**src/verilog/wdg_pkg.sv**
```systemverilog
// Functional notes
// Hardware option: always active, bit forced
// Hardware option: activation bit read unreliable
// Software option: inactive until bit written
// Once active, clearing writes are ignored
// Seven-bit counter decrements every 3072 cycles
// Timeout programmable in 64 steps
// Trigger bit zero while active: reset pulse
// Software refreshes register before expiry
// Refresh values FEh down to 02h
// Software keeps activation and trigger set
// Writing trigger zero while active resets
// Interrupt pin high by default for stop
// One register at 0D8h, reversed timing bits
// Register resets to FEh
// Active watchdog: stop becomes wait unless gated
////////////////////////////////////////////////////////////////////////////////
package wdg_pkg;

   // Clock and timing
   localparam int CLK_PERIOD_NS = 20;
   localparam int DECR_CYCLES   = 3072;
   localparam int RST_PULSE_NS  = 500;
   localparam int RST_PULSE_CYC = (RST_PULSE_NS + CLK_PERIOD_NS - 1) / CLK_PERIOD_NS;

   // Register map, byte addresses on an 8-bit address bus
   localparam int              ADDR_W     = 8;
   localparam logic [7:0]      ADDR_WATCHDOG_COUNT_CONTROL_REG  = 8'hd8;
   localparam logic [7:0]      ADDR_STAT  = 8'hdc;
   localparam logic [7:0]      WATCHDOG_COUNT_CONTROL_REG_RESET = 8'hfe;

   // Watchdog register fields
   localparam int C_BIT   = 0;
   localparam int SR_BIT  = 1;
   localparam int T_TOP   = 7;
   localparam int T_W     = 6;
   localparam int CNT_W   = 7;

   // Status register fields
   localparam int STAT_HW     = 0;
   localparam int STAT_EXT    = 1;
   localparam int STAT_ACTIVE = 2;
   localparam int STAT_STOP   = 3;
   localparam int STAT_FIRED  = 4;

   // AXI responses
   localparam logic [1:0] RESP_OKAY   = 2'h0;
   localparam logic [1:0] RESP_SLVERR = 2'h2;

   // Option straps as seen after synchronisation
   typedef struct packed {
      logic ext_stop_gate;
      logic hw_activation;
   } wdg_opt_s;

   // Counter: trigger bit on top of six timing bits
   typedef struct packed {
      logic           sr;
      logic [T_W-1:0] t;
   } wdg_cnt_s;

   typedef enum {ST_IDLE, ST_PULSE, ST_FIRED} wdg_fire_e;

endpackage : wdg_pkg

```
**src/verilog/wdg_sync.sv**
```systemverilog
`timescale 1ns/1ps
`default_nettype none
module wdg_sync
   import wdg_pkg::*;
#(
   parameter int WIDTH = 1
)(
   input  wire logic             aclk,
   input  wire logic             aresetn,
   input  wire logic [WIDTH-1:0] async_in,
   output logic      [WIDTH-1:0] sync_out
);

   logic [WIDTH-1:0] meta;

   // Two-stage synchroniser; the first stage feeds only the second
   always_ff @(posedge aclk)
   begin
      if (!aresetn)
      begin
         meta     <= '0;
         sync_out <= '0;
      end
      else
      begin
         meta     <= async_in;
         sync_out <= meta;
      end
   end

endmodule : wdg_sync
`default_nettype wire

```
**src/verilog/wdg_tick.sv**
```systemverilog
`timescale 1ns/1ps
`default_nettype none
module wdg_tick
   import wdg_pkg::*;
#(
   parameter int PERIOD = DECR_CYCLES
)(
   input  wire logic aclk,
   input  wire logic aresetn,
   input  wire logic run,
   input  wire logic clr,
   output logic      tick
);

   localparam int PW = $clog2(PERIOD);
   localparam logic [PW-1:0] LAST = PW'(PERIOD - 1);

   logic [PW-1:0] cnt;
   logic [PW-1:0] next_cnt;

   // Elaboration check: a period below two leaves no room for the wrap
   if (PERIOD < 2)
   begin : g_bad_period
      $error("wdg_tick: PERIOD must be at least 2");
   end

   // Prescaler; a reload restarts it so a fresh count gets a full step
   always_comb
   begin
      next_cnt = cnt;
      if (clr)
         next_cnt = '0;
      else if (run)
         next_cnt = (cnt == LAST) ? '0 : cnt + 1'b1;
   end

   always_ff @(posedge aclk)
   begin
      if (!aresetn)
         cnt <= '0;
      else
         cnt <= next_cnt;
   end

   assign tick = run && !clr && (cnt == LAST);

endmodule : wdg_tick
`default_nettype wire

```
**src/verilog/wdg_top.sv**
```systemverilog
`timescale 1ns/1ps
`default_nettype none
module wdg_top
   import wdg_pkg::*;
#(
   parameter int DECR_PERIOD = DECR_CYCLES,
   parameter int PULSE_CYC   = RST_PULSE_CYC
)(
   input  wire logic              aclk,
   input  wire logic              aresetn,
   // AXI4-Lite slave
   input  wire logic [ADDR_W-1:0] s_axi_awaddr,
   input  wire logic [2:0]        s_axi_awprot,
   input  wire logic              s_axi_awvalid,
   output logic                   s_axi_awready,
   input  wire logic [31:0]       s_axi_wdata,
   input  wire logic [3:0]        s_axi_wstrb,
   input  wire logic              s_axi_wvalid,
   output logic                   s_axi_wready,
   output logic [1:0]             s_axi_bresp,
   output logic                   s_axi_bvalid,
   input  wire logic              s_axi_bready,
   input  wire logic [ADDR_W-1:0] s_axi_araddr,
   input  wire logic [2:0]        s_axi_arprot,
   input  wire logic              s_axi_arvalid,
   output logic                   s_axi_arready,
   output logic [31:0]            s_axi_rdata,
   output logic [1:0]             s_axi_rresp,
   output logic                   s_axi_rvalid,
   input  wire logic              s_axi_rready,
   // Option straps and pins
   input  wire logic              activation_source_option,
   input  wire logic              external_stop_gate_option,
   input  wire logic              nmi_pin,
   // Core side
   input  wire logic              stop_req,
   output logic                   stop_mode,
   output logic                   wdg_reset_n
);

   // Elaboration check; the pulse helper counter below is only eight bits wide
   if (DECR_PERIOD < 2 || PULSE_CYC < 1 || PULSE_CYC > 256)
   begin : g_bad_timing
      $error("wdg_top: bad timing parameters");
   end

   ////////////////////////////////////////////////////////////////////////////
   // Pin synchronisation and prescaler

   logic [2:0] pins_q;
   wdg_opt_s   opt;
   logic       nmi_q;
   logic       tick;
   logic       wr_watchdog_count_control_reg;
   logic       active;
   logic       sw_act;
   wdg_cnt_s   cnt;

   wdg_sync #(.WIDTH(3)) u_sync (
      .aclk     (aclk),
      .aresetn  (aresetn),
      .async_in ({nmi_pin, external_stop_gate_option, activation_source_option}),
      .sync_out (pins_q)
   );

   assign opt.hw_activation = pins_q[0];
   assign opt.ext_stop_gate = pins_q[1];
   assign nmi_q             = pins_q[2];

   // Counter freezes only while the core really sits in stop
   wdg_tick #(.PERIOD(DECR_PERIOD)) u_tick (
      .aclk    (aclk),
      .aresetn (aresetn),
      .run     (!stop_mode),
      .clr     (wr_watchdog_count_control_reg),
      .tick    (tick)
   );

   ////////////////////////////////////////////////////////////////////////////
   // AXI4-Lite write and read channels

   logic              aw_held, next_aw_held;
   logic              w_held, next_w_held;
   logic [ADDR_W-1:0] aw_addr, next_aw_addr;
   logic [7:0]        w_data, next_w_data;
   logic              w_lane0, next_w_lane0;
   logic              next_bvalid;
   logic [1:0]        next_bresp;
   logic              next_rvalid;
   logic [1:0]        next_rresp;
   logic [31:0]       next_rdata;
   logic              do_write;
   logic [7:0]        watchdog_count_control_reg_view;
   logic [7:0]        stat_view;
   wdg_fire_e         fire_st;

   // Write fires once address and data are both held and no answer is pending
   assign do_write = aw_held && w_held && !s_axi_bvalid;
   assign wr_watchdog_count_control_reg  = do_write && (aw_addr[ADDR_W-1:2] == ADDR_WATCHDOG_COUNT_CONTROL_REG[7:2]) && w_lane0;

   always_comb
   begin
      next_aw_held = aw_held;
      next_aw_addr = aw_addr;
      next_w_held  = w_held;
      next_w_data  = w_data;
      next_w_lane0 = w_lane0;
      next_bvalid  = s_axi_bvalid;
      next_bresp   = s_axi_bresp;
      if (s_axi_bvalid && s_axi_bready)
         next_bvalid = 1'b0;
      if (do_write)
      begin
         next_aw_held = 1'b0;
         next_w_held  = 1'b0;
         next_bvalid  = 1'b1;
         // Status register is read-only; writes to it are accepted and dropped
         if (aw_addr[ADDR_W-1:2] == ADDR_WATCHDOG_COUNT_CONTROL_REG[7:2] || aw_addr[ADDR_W-1:2] == ADDR_STAT[7:2])
            next_bresp = RESP_OKAY;
         else
            next_bresp = RESP_SLVERR;
      end
      if (s_axi_awvalid && s_axi_awready)
      begin
         next_aw_held = 1'b1;
         next_aw_addr = s_axi_awaddr;
      end
      if (s_axi_wvalid && s_axi_wready)
      begin
         next_w_held  = 1'b1;
         next_w_data  = s_axi_wdata[7:0];
         next_w_lane0 = s_axi_wstrb[0];
      end
   end

   always_ff @(posedge aclk)
   begin
      if (!aresetn)
      begin
         aw_held       <= 1'b0;
         aw_addr       <= '0;
         w_held        <= 1'b0;
         w_data        <= '0;
         w_lane0       <= 1'b0;
         s_axi_awready <= 1'b0;
         s_axi_wready  <= 1'b0;
         s_axi_bvalid  <= 1'b0;
         s_axi_bresp   <= RESP_OKAY;
      end
      else
      begin
         aw_held       <= next_aw_held;
         aw_addr       <= next_aw_addr;
         w_held        <= next_w_held;
         w_data        <= next_w_data;
         w_lane0       <= next_w_lane0;
         s_axi_awready <= !next_aw_held;
         s_axi_wready  <= !next_w_held;
         s_axi_bvalid  <= next_bvalid;
         s_axi_bresp   <= next_bresp;
      end
   end

   // Read view: timing bits in reversed order, trigger, activation
   always_comb
   begin
      watchdog_count_control_reg_view = '0;
      for (int i = 0; i < T_W; i++)
         watchdog_count_control_reg_view[T_TOP-i] = cnt.t[i];
      watchdog_count_control_reg_view[SR_BIT] = cnt.sr;
      watchdog_count_control_reg_view[C_BIT]  = active;
      stat_view              = '0;
      stat_view[STAT_HW]     = opt.hw_activation;
      stat_view[STAT_EXT]    = opt.ext_stop_gate;
      stat_view[STAT_ACTIVE] = active;
      stat_view[STAT_STOP]   = stop_mode;
      stat_view[STAT_FIRED]  = (fire_st != ST_IDLE);
   end

   always_comb
   begin
      next_rvalid = s_axi_rvalid;
      next_rresp  = s_axi_rresp;
      next_rdata  = s_axi_rdata;
      if (s_axi_rvalid && s_axi_rready)
         next_rvalid = 1'b0;
      if (s_axi_arvalid && s_axi_arready)
      begin
         next_rvalid = 1'b1;
         next_rresp  = RESP_OKAY;
         next_rdata  = '0;
         if (s_axi_araddr[ADDR_W-1:2] == ADDR_WATCHDOG_COUNT_CONTROL_REG[7:2])
            next_rdata[7:0] = watchdog_count_control_reg_view;
         else if (s_axi_araddr[ADDR_W-1:2] == ADDR_STAT[7:2])
            next_rdata[7:0] = stat_view;
         else
            next_rresp = RESP_SLVERR;
      end
   end

   always_ff @(posedge aclk)
   begin
      if (!aresetn)
      begin
         s_axi_rvalid  <= 1'b0;
         s_axi_rresp   <= RESP_OKAY;
         s_axi_rdata   <= '0;
         s_axi_arready <= 1'b0;
      end
      else
      begin
         s_axi_rvalid  <= next_rvalid;
         s_axi_rresp   <= next_rresp;
         s_axi_rdata   <= next_rdata;
         s_axi_arready <= !next_rvalid;
      end
   end

   ////////////////////////////////////////////////////////////////////////////
   // Counter, activation and stop handling

   wdg_cnt_s  next_cnt;
   logic      next_sw_act;
   logic      next_stop_mode;

   assign active = opt.hw_activation || sw_act;

   always_comb
   begin
      next_cnt    = cnt;
      next_sw_act = sw_act;
      if (wr_watchdog_count_control_reg)
      begin
         // A refresh reloads all seven bits; timing bits arrive reversed
         for (int i = 0; i < T_W; i++)
            next_cnt.t[i] = w_data[T_TOP-i];
         next_cnt.sr = w_data[SR_BIT];
         // Activation only ever sets; a clearing write has no effect
         if (w_data[C_BIT])
            next_sw_act = 1'b1;
      end
      else if (tick)
         next_cnt = CNT_W'(cnt - 1'b1);
      // Stop is honoured when idle, or when gated by the option and the pin
      next_stop_mode = stop_req && (!active || (opt.ext_stop_gate && nmi_q));
   end

   always_ff @(posedge aclk)
   begin
      if (!aresetn)
      begin
         cnt       <= wdg_cnt_s'({WATCHDOG_COUNT_CONTROL_REG_RESET[SR_BIT], WATCHDOG_COUNT_CONTROL_REG_RESET[T_TOP:2]});
         sw_act    <= WATCHDOG_COUNT_CONTROL_REG_RESET[C_BIT];
         stop_mode <= 1'b0;
      end
      else
      begin
         cnt       <= next_cnt;
         sw_act    <= next_sw_act;
         stop_mode <= next_stop_mode;
      end
   end

   ////////////////////////////////////////////////////////////////////////////
   // Reset pulse generator

   localparam int PCW = $clog2(PULSE_CYC + 1);

   wdg_fire_e      next_fire_st;
   logic [PCW-1:0] pcnt, next_pcnt;

   // Fires once per expiry; a refresh setting the trigger bit re-arms it
   always_comb
   begin
      next_fire_st = fire_st;
      next_pcnt    = pcnt;
      case (fire_st)
         ST_IDLE:
         begin
            next_pcnt = '0;
            if (active && !cnt.sr)
               next_fire_st = ST_PULSE;
         end
         ST_PULSE:
         begin
            next_pcnt = PCW'(pcnt + 1'b1);
            if (pcnt == PCW'(PULSE_CYC - 1))
               next_fire_st = ST_FIRED;
         end
         ST_FIRED:
         begin
            if (cnt.sr)
               next_fire_st = ST_IDLE;
         end
         default:
            next_fire_st = ST_IDLE;
      endcase
   end

   always_ff @(posedge aclk)
   begin
      if (!aresetn)
      begin
         fire_st     <= ST_IDLE;
         pcnt        <= '0;
         wdg_reset_n <= 1'b1;
      end
      else
      begin
         fire_st     <= next_fire_st;
         pcnt        <= next_pcnt;
         wdg_reset_n <= (next_fire_st != ST_PULSE);
      end
   end

   ////////////////////////////////////////////////////////////////////////////
   // Assertions

   logic [7:0] low_len;

   // Helper: length of the current low phase of the reset output
   always_ff @(posedge aclk)
   begin
      if (!aresetn || wdg_reset_n)
         low_len <= '0;
      else
         low_len <= low_len + 8'h01;
   end
endmodule : wdg_top
`default_nettype wire

```
**config.mk**
```make
export PLATFORM = sky130hd
export DESIGN_NAME = wdg_top
export DESIGN_NICKNAME = d
export VERILOG_FILES = /design/src/verilog/wdg_pkg.sv /design/src/verilog/wdg_sync.sv /design/src/verilog/wdg_tick.sv /design/src/verilog/wdg_top.sv
export SDC_FILE = /design/constraint.sdc
export NUM_CORES = 1
export LEC_CHECK = 0
export ABC_CLOCK_PERIOD_IN_PS = 4250
export BUFFER_PORTS_ARGS = -buffer_cell sky130_fd_sc_hd__buf_2
export CORE_MARGIN = 10
export CORE_UTILIZATION = 41
export CTS_BUF_LIST = sky130_fd_sc_hd__clkbuf_16
export DETAILED_ROUTE_END_ITERATION = 8
export MAX_ROUTING_LAYER = met4
export PLACE_DENSITY = 0.66
export SLEW_MARGIN = 20
export SYNTH_ARGS = -nofsm -noshare
export SYNTH_HDL_FRONTEND = slang
export SYNTH_SLANG_ARGS = --single-unit
```
**constraint.sdc**
```tcl
create_clock -name aclk -period 4.25 [get_ports aclk]
set_input_delay 0.2125 -clock aclk [delete_from_list [all_inputs] [get_ports aclk]]
set_output_delay 0.2125 -clock aclk [all_outputs]
set_load 0.005 [all_outputs]
```
==> qor.txt <==
run status -> finished clean
flops & latches, synth -> 97
fin nets -> 545
GR Util met1 -> 13.2%
Post-Synth Adder-Cell Area -> 1.33%
Final min period -> 1.84 ns
post-synthesis simple-gate area fraction -> 24.9%
Vias -> 2916
H-tree depth -> 3
CTS Sinks -> 97
post-cts resize count -> 0
TritonRoute pass-1 iters -> 4
fin crit share -> 43.2%
share of total power in sequential cells -> 53.1%
main combinational cell family by area after synthesis -> simple AND/OR/NAND/NOR gates
Synth top area share -> 51.6%
Fillers -> 850
RR Endpoint -> pcnt[3]$_SDFFE_PN0P_
area grow syn2layout -> 16.5%
crit path to -> pcnt[3]$_SDFFE_PN0P_
CP endpoint kind -> flip-flop
Crit. Startpoint -> fire_st[5]$_SDFF_PN0_
max-slew violations -> 0
Comb pwr share -> 4.8%
Final WS setup -> 2.41 ns
met3 track demand over resource -> 3.77%
Leak Pwr -> 1.85 nW
clk_skew -> 0.00990 ns
Cell Area, Synth -> 3760 µm²
maximum vdd drop -> 0.247 mV
antenna violations before repair -> 0
multiplexer share of the synthesized area -> 1.10%
core area -> 8810 µm²
Distinct cells, synth -> 50
grt met2 use -> 21.0%
RSZ-0062 raised after global routing -> no
antenna fix cells -> 0
Max-cap violations -> 0
Final Hold Viols -> 0
vias in the first global route -> 2846
total track usage -> 12.3%
num ports -> 112
post-synthesis cell count -> 397
xor/xnor share of the synthesized area -> 2.33%
gr ovfl total -> 0
compound-gate portion of the synthesized area -> 10.9%
max_slew headroom -> 55.8%
synthesized area per cell -> 9.47 µm²
worst reg2reg path depth -> 4
cell internal pwr -> 1.39 mW
Sw Pwr -> 0.424 mW
flop2flop setup slack -> 2.41 ns
hold slack -> 0.0776 ns
top cells by count, synth -> 97 x dfxtp_1, 39 x nand2_1, 33 x a21oi_1
PortBufs -> 48
Setup crit start kind -> flip-flop
Clock Path Buffers -> 2
critical-path maximum fanout -> 7
DRC errors left -> 0
ratio of cells with drive above 1 in the final layout -> 15.3%
Detailed Place HPWL -> 5770 µm
leading cell type by number of instances after synthesis -> dfxtp_1
Worst-Skew Late Latency -> 0.34 ns
Initial Util -> 42.7%
Critical R2R Launch -> fire_st[5]$_SDFF_PN0_
crit path DAT -> 2.04 ns
worst slack, placed -> 2.27 ns
wire per inst -> 13.3 µm
Vias/cell -> 4.98
EDFF count, synth -> 0
Root Buffer -> clkbuf_16
FMAX -> 0.545 GHz
CTS buffer count -> 9
Top Usage Layer GRT -> met2
Routed Wire Length -> 7750 µm
Clk pwr share -> 42.0%
Post-CTS Hold Buffers -> 0
worst path required time -> 4.46 ns
Pwr per Cell Area -> 413 nW/µm²
Yosys top cell by area -> dfxtp_1
first-pass GRT wire length -> 13000 µm
Post-CTS Setup Inserts -> 0
Routability Congestion -> 0.789
DRT iter0 DRCs -> 175
asr flop ratio synth -> 0%
ranking of synthesized cells by area -> dfxtp_1 52%, buf_4 5.2%, a21oi_1 4.4%, nand2_1 3.9%, nor2_1 2.7%
die footprint -> 13400 µm²
switching part of the total power -> 23.4%
post-route ant nets -> 0
Seq/Total Area, Yosys -> 51.6%
Primary FF master, synth -> dfxtp_1
TritonCTS clock tree -> built
Synth Warn # -> 0
number of core rows -> 34
Reg clk slew, reported paths -> 0.07 ns
chip width -> 116 µm
min-delay worst type -> in2reg
setup_tns -> 0 ns
Crit Path Class -> reg2reg
pin count of the biggest net entering global routing -> 29
die height -> 116 µm
final setup fails -> 0
worst-margin pin slew -> 0.662 ns
[worst min path at each step]
stage                     slack, ns  cells after the start                       endpoint                       from
after global placement         0.42                      1  u_sync.sync_out[1]$_SDFF_PN0_  u_sync.meta[1]$_SDFF_PN0_
after detailed placement       0.42                      1  u_sync.sync_out[1]$_SDFF_PN0_  u_sync.meta[1]$_SDFF_PN0_
after floorplan                0.33                      2           stop_mode$_SDFF_PN0_                   stop_req
final                          0.08                      2      u_sync.meta[1]$_SDFF_PN0_  external_stop_gate_option
after CTS                      0.07                      2      u_sync.meta[1]$_SDFF_PN0_  external_stop_gate_option
after global routing           0.06                      2      u_sync.meta[0]$_SDFF_PN0_   activation_source_option
[registers in the layout, summed over array words and instances (netlist names), 3 cells and up]
name             flops
u_tick.cnt          12
s_axi_rdata          8
cnt                  7
aw_addr              6
u_sync.sync_out      3
pcnt                 5
u_sync.meta          3
w_data               8
fire_st             32
[critical path: stages (launching register included)]
cell and delay [ns]:
dfxtp_1 0.30, nor4_1 0.47, nand4_1 0.38, o311ai_0 0.43, o41ai_1 0.13
[logic make-up (layout without fill, tap and decap cells)]
group | after synthesis | after routing
buf+inv | 49 | 74
fa+ha+maj | 4 | 4
xor+xnor | 10 | 10
simple gates | 167 | 167
compound gates | 65 | 65
other cells | 1 | 56
mux | 4 | 4
flops | 97 | 97
[power by group through the flow]
stage	sequential [mW]	clock [mW]	combinational (mW)
CTS	0.961	0.782	0.0865
detailed placement	0.982	0	0.0861
global route	0.965	0.830	0.102
floorplan	0.979	0	0.0722
global placement	0.981	0	0.0837
finish	0.961	0.761	0.0874
[final cells by class]
| cell class | instances | area, µm² | area share [%] |
|---|---|---|---|
| tap | 108 | 135 | 3.08 |
| clock buffer | 9 | 225 | 5.14 |
| multi-input combinational | 306 | 1740 | 39.6 |
| clock inverter | 7 | 58.8 | 1.34 |
| sequential | 97 | 1940 | 44.3 |
| inverter | 8 | 30.0 | 0.685 |
| timing repair buffer | 50 | 255 | 5.83 |
[cell usage in the layout, fill, tap and decap left out, types with 4 or more instances in the layout]
cell type / netlist / final
and4_1: 4 / 4
o21ai_0: 9 / 9
nand2_1: 39 / 39
nand4_1: 12 / 12
or3_1: 5 / 5
inv_1: 8 / 8
dfxtp_1: 97 / 97
nor4_1: 9 / 9
nor2_1: 27 / 27
nand3_1: 12 / 12
a21oi_1: 33 / 33
and3_1: 6 / 6
conb_1: 1 / 56
xor2_1: 6 / 6
ha_1: 4 / 4
nand2b_1: 4 / 4
nor3_1: 12 / 12
and2_1: 15 / 15
clkbuf_16: 0 / 9
xnor2_1: 4 / 4
buf_2: 0 / 48
[through the flow]
step	total power, mW	cell area, µm²	cells	utilization [%]
after floorplan	1.05	3970	452	-
after global placement	1.06	4100	569	46.5
after detailed placement	1.07	4100	569	46.5
after CTS	1.83	4380	585	49.8
after global routing	1.90	4380	585	49.8
final	1.81	4380	585	49.8
[per-layer routing]
metal	vias to the layer above	routed length [µm]
li1	1479	-
met1	1379	3340
met2	52	3980
met3	6	352
met4	0	87
met5	-	0
(Power assumes the default switching activity.)
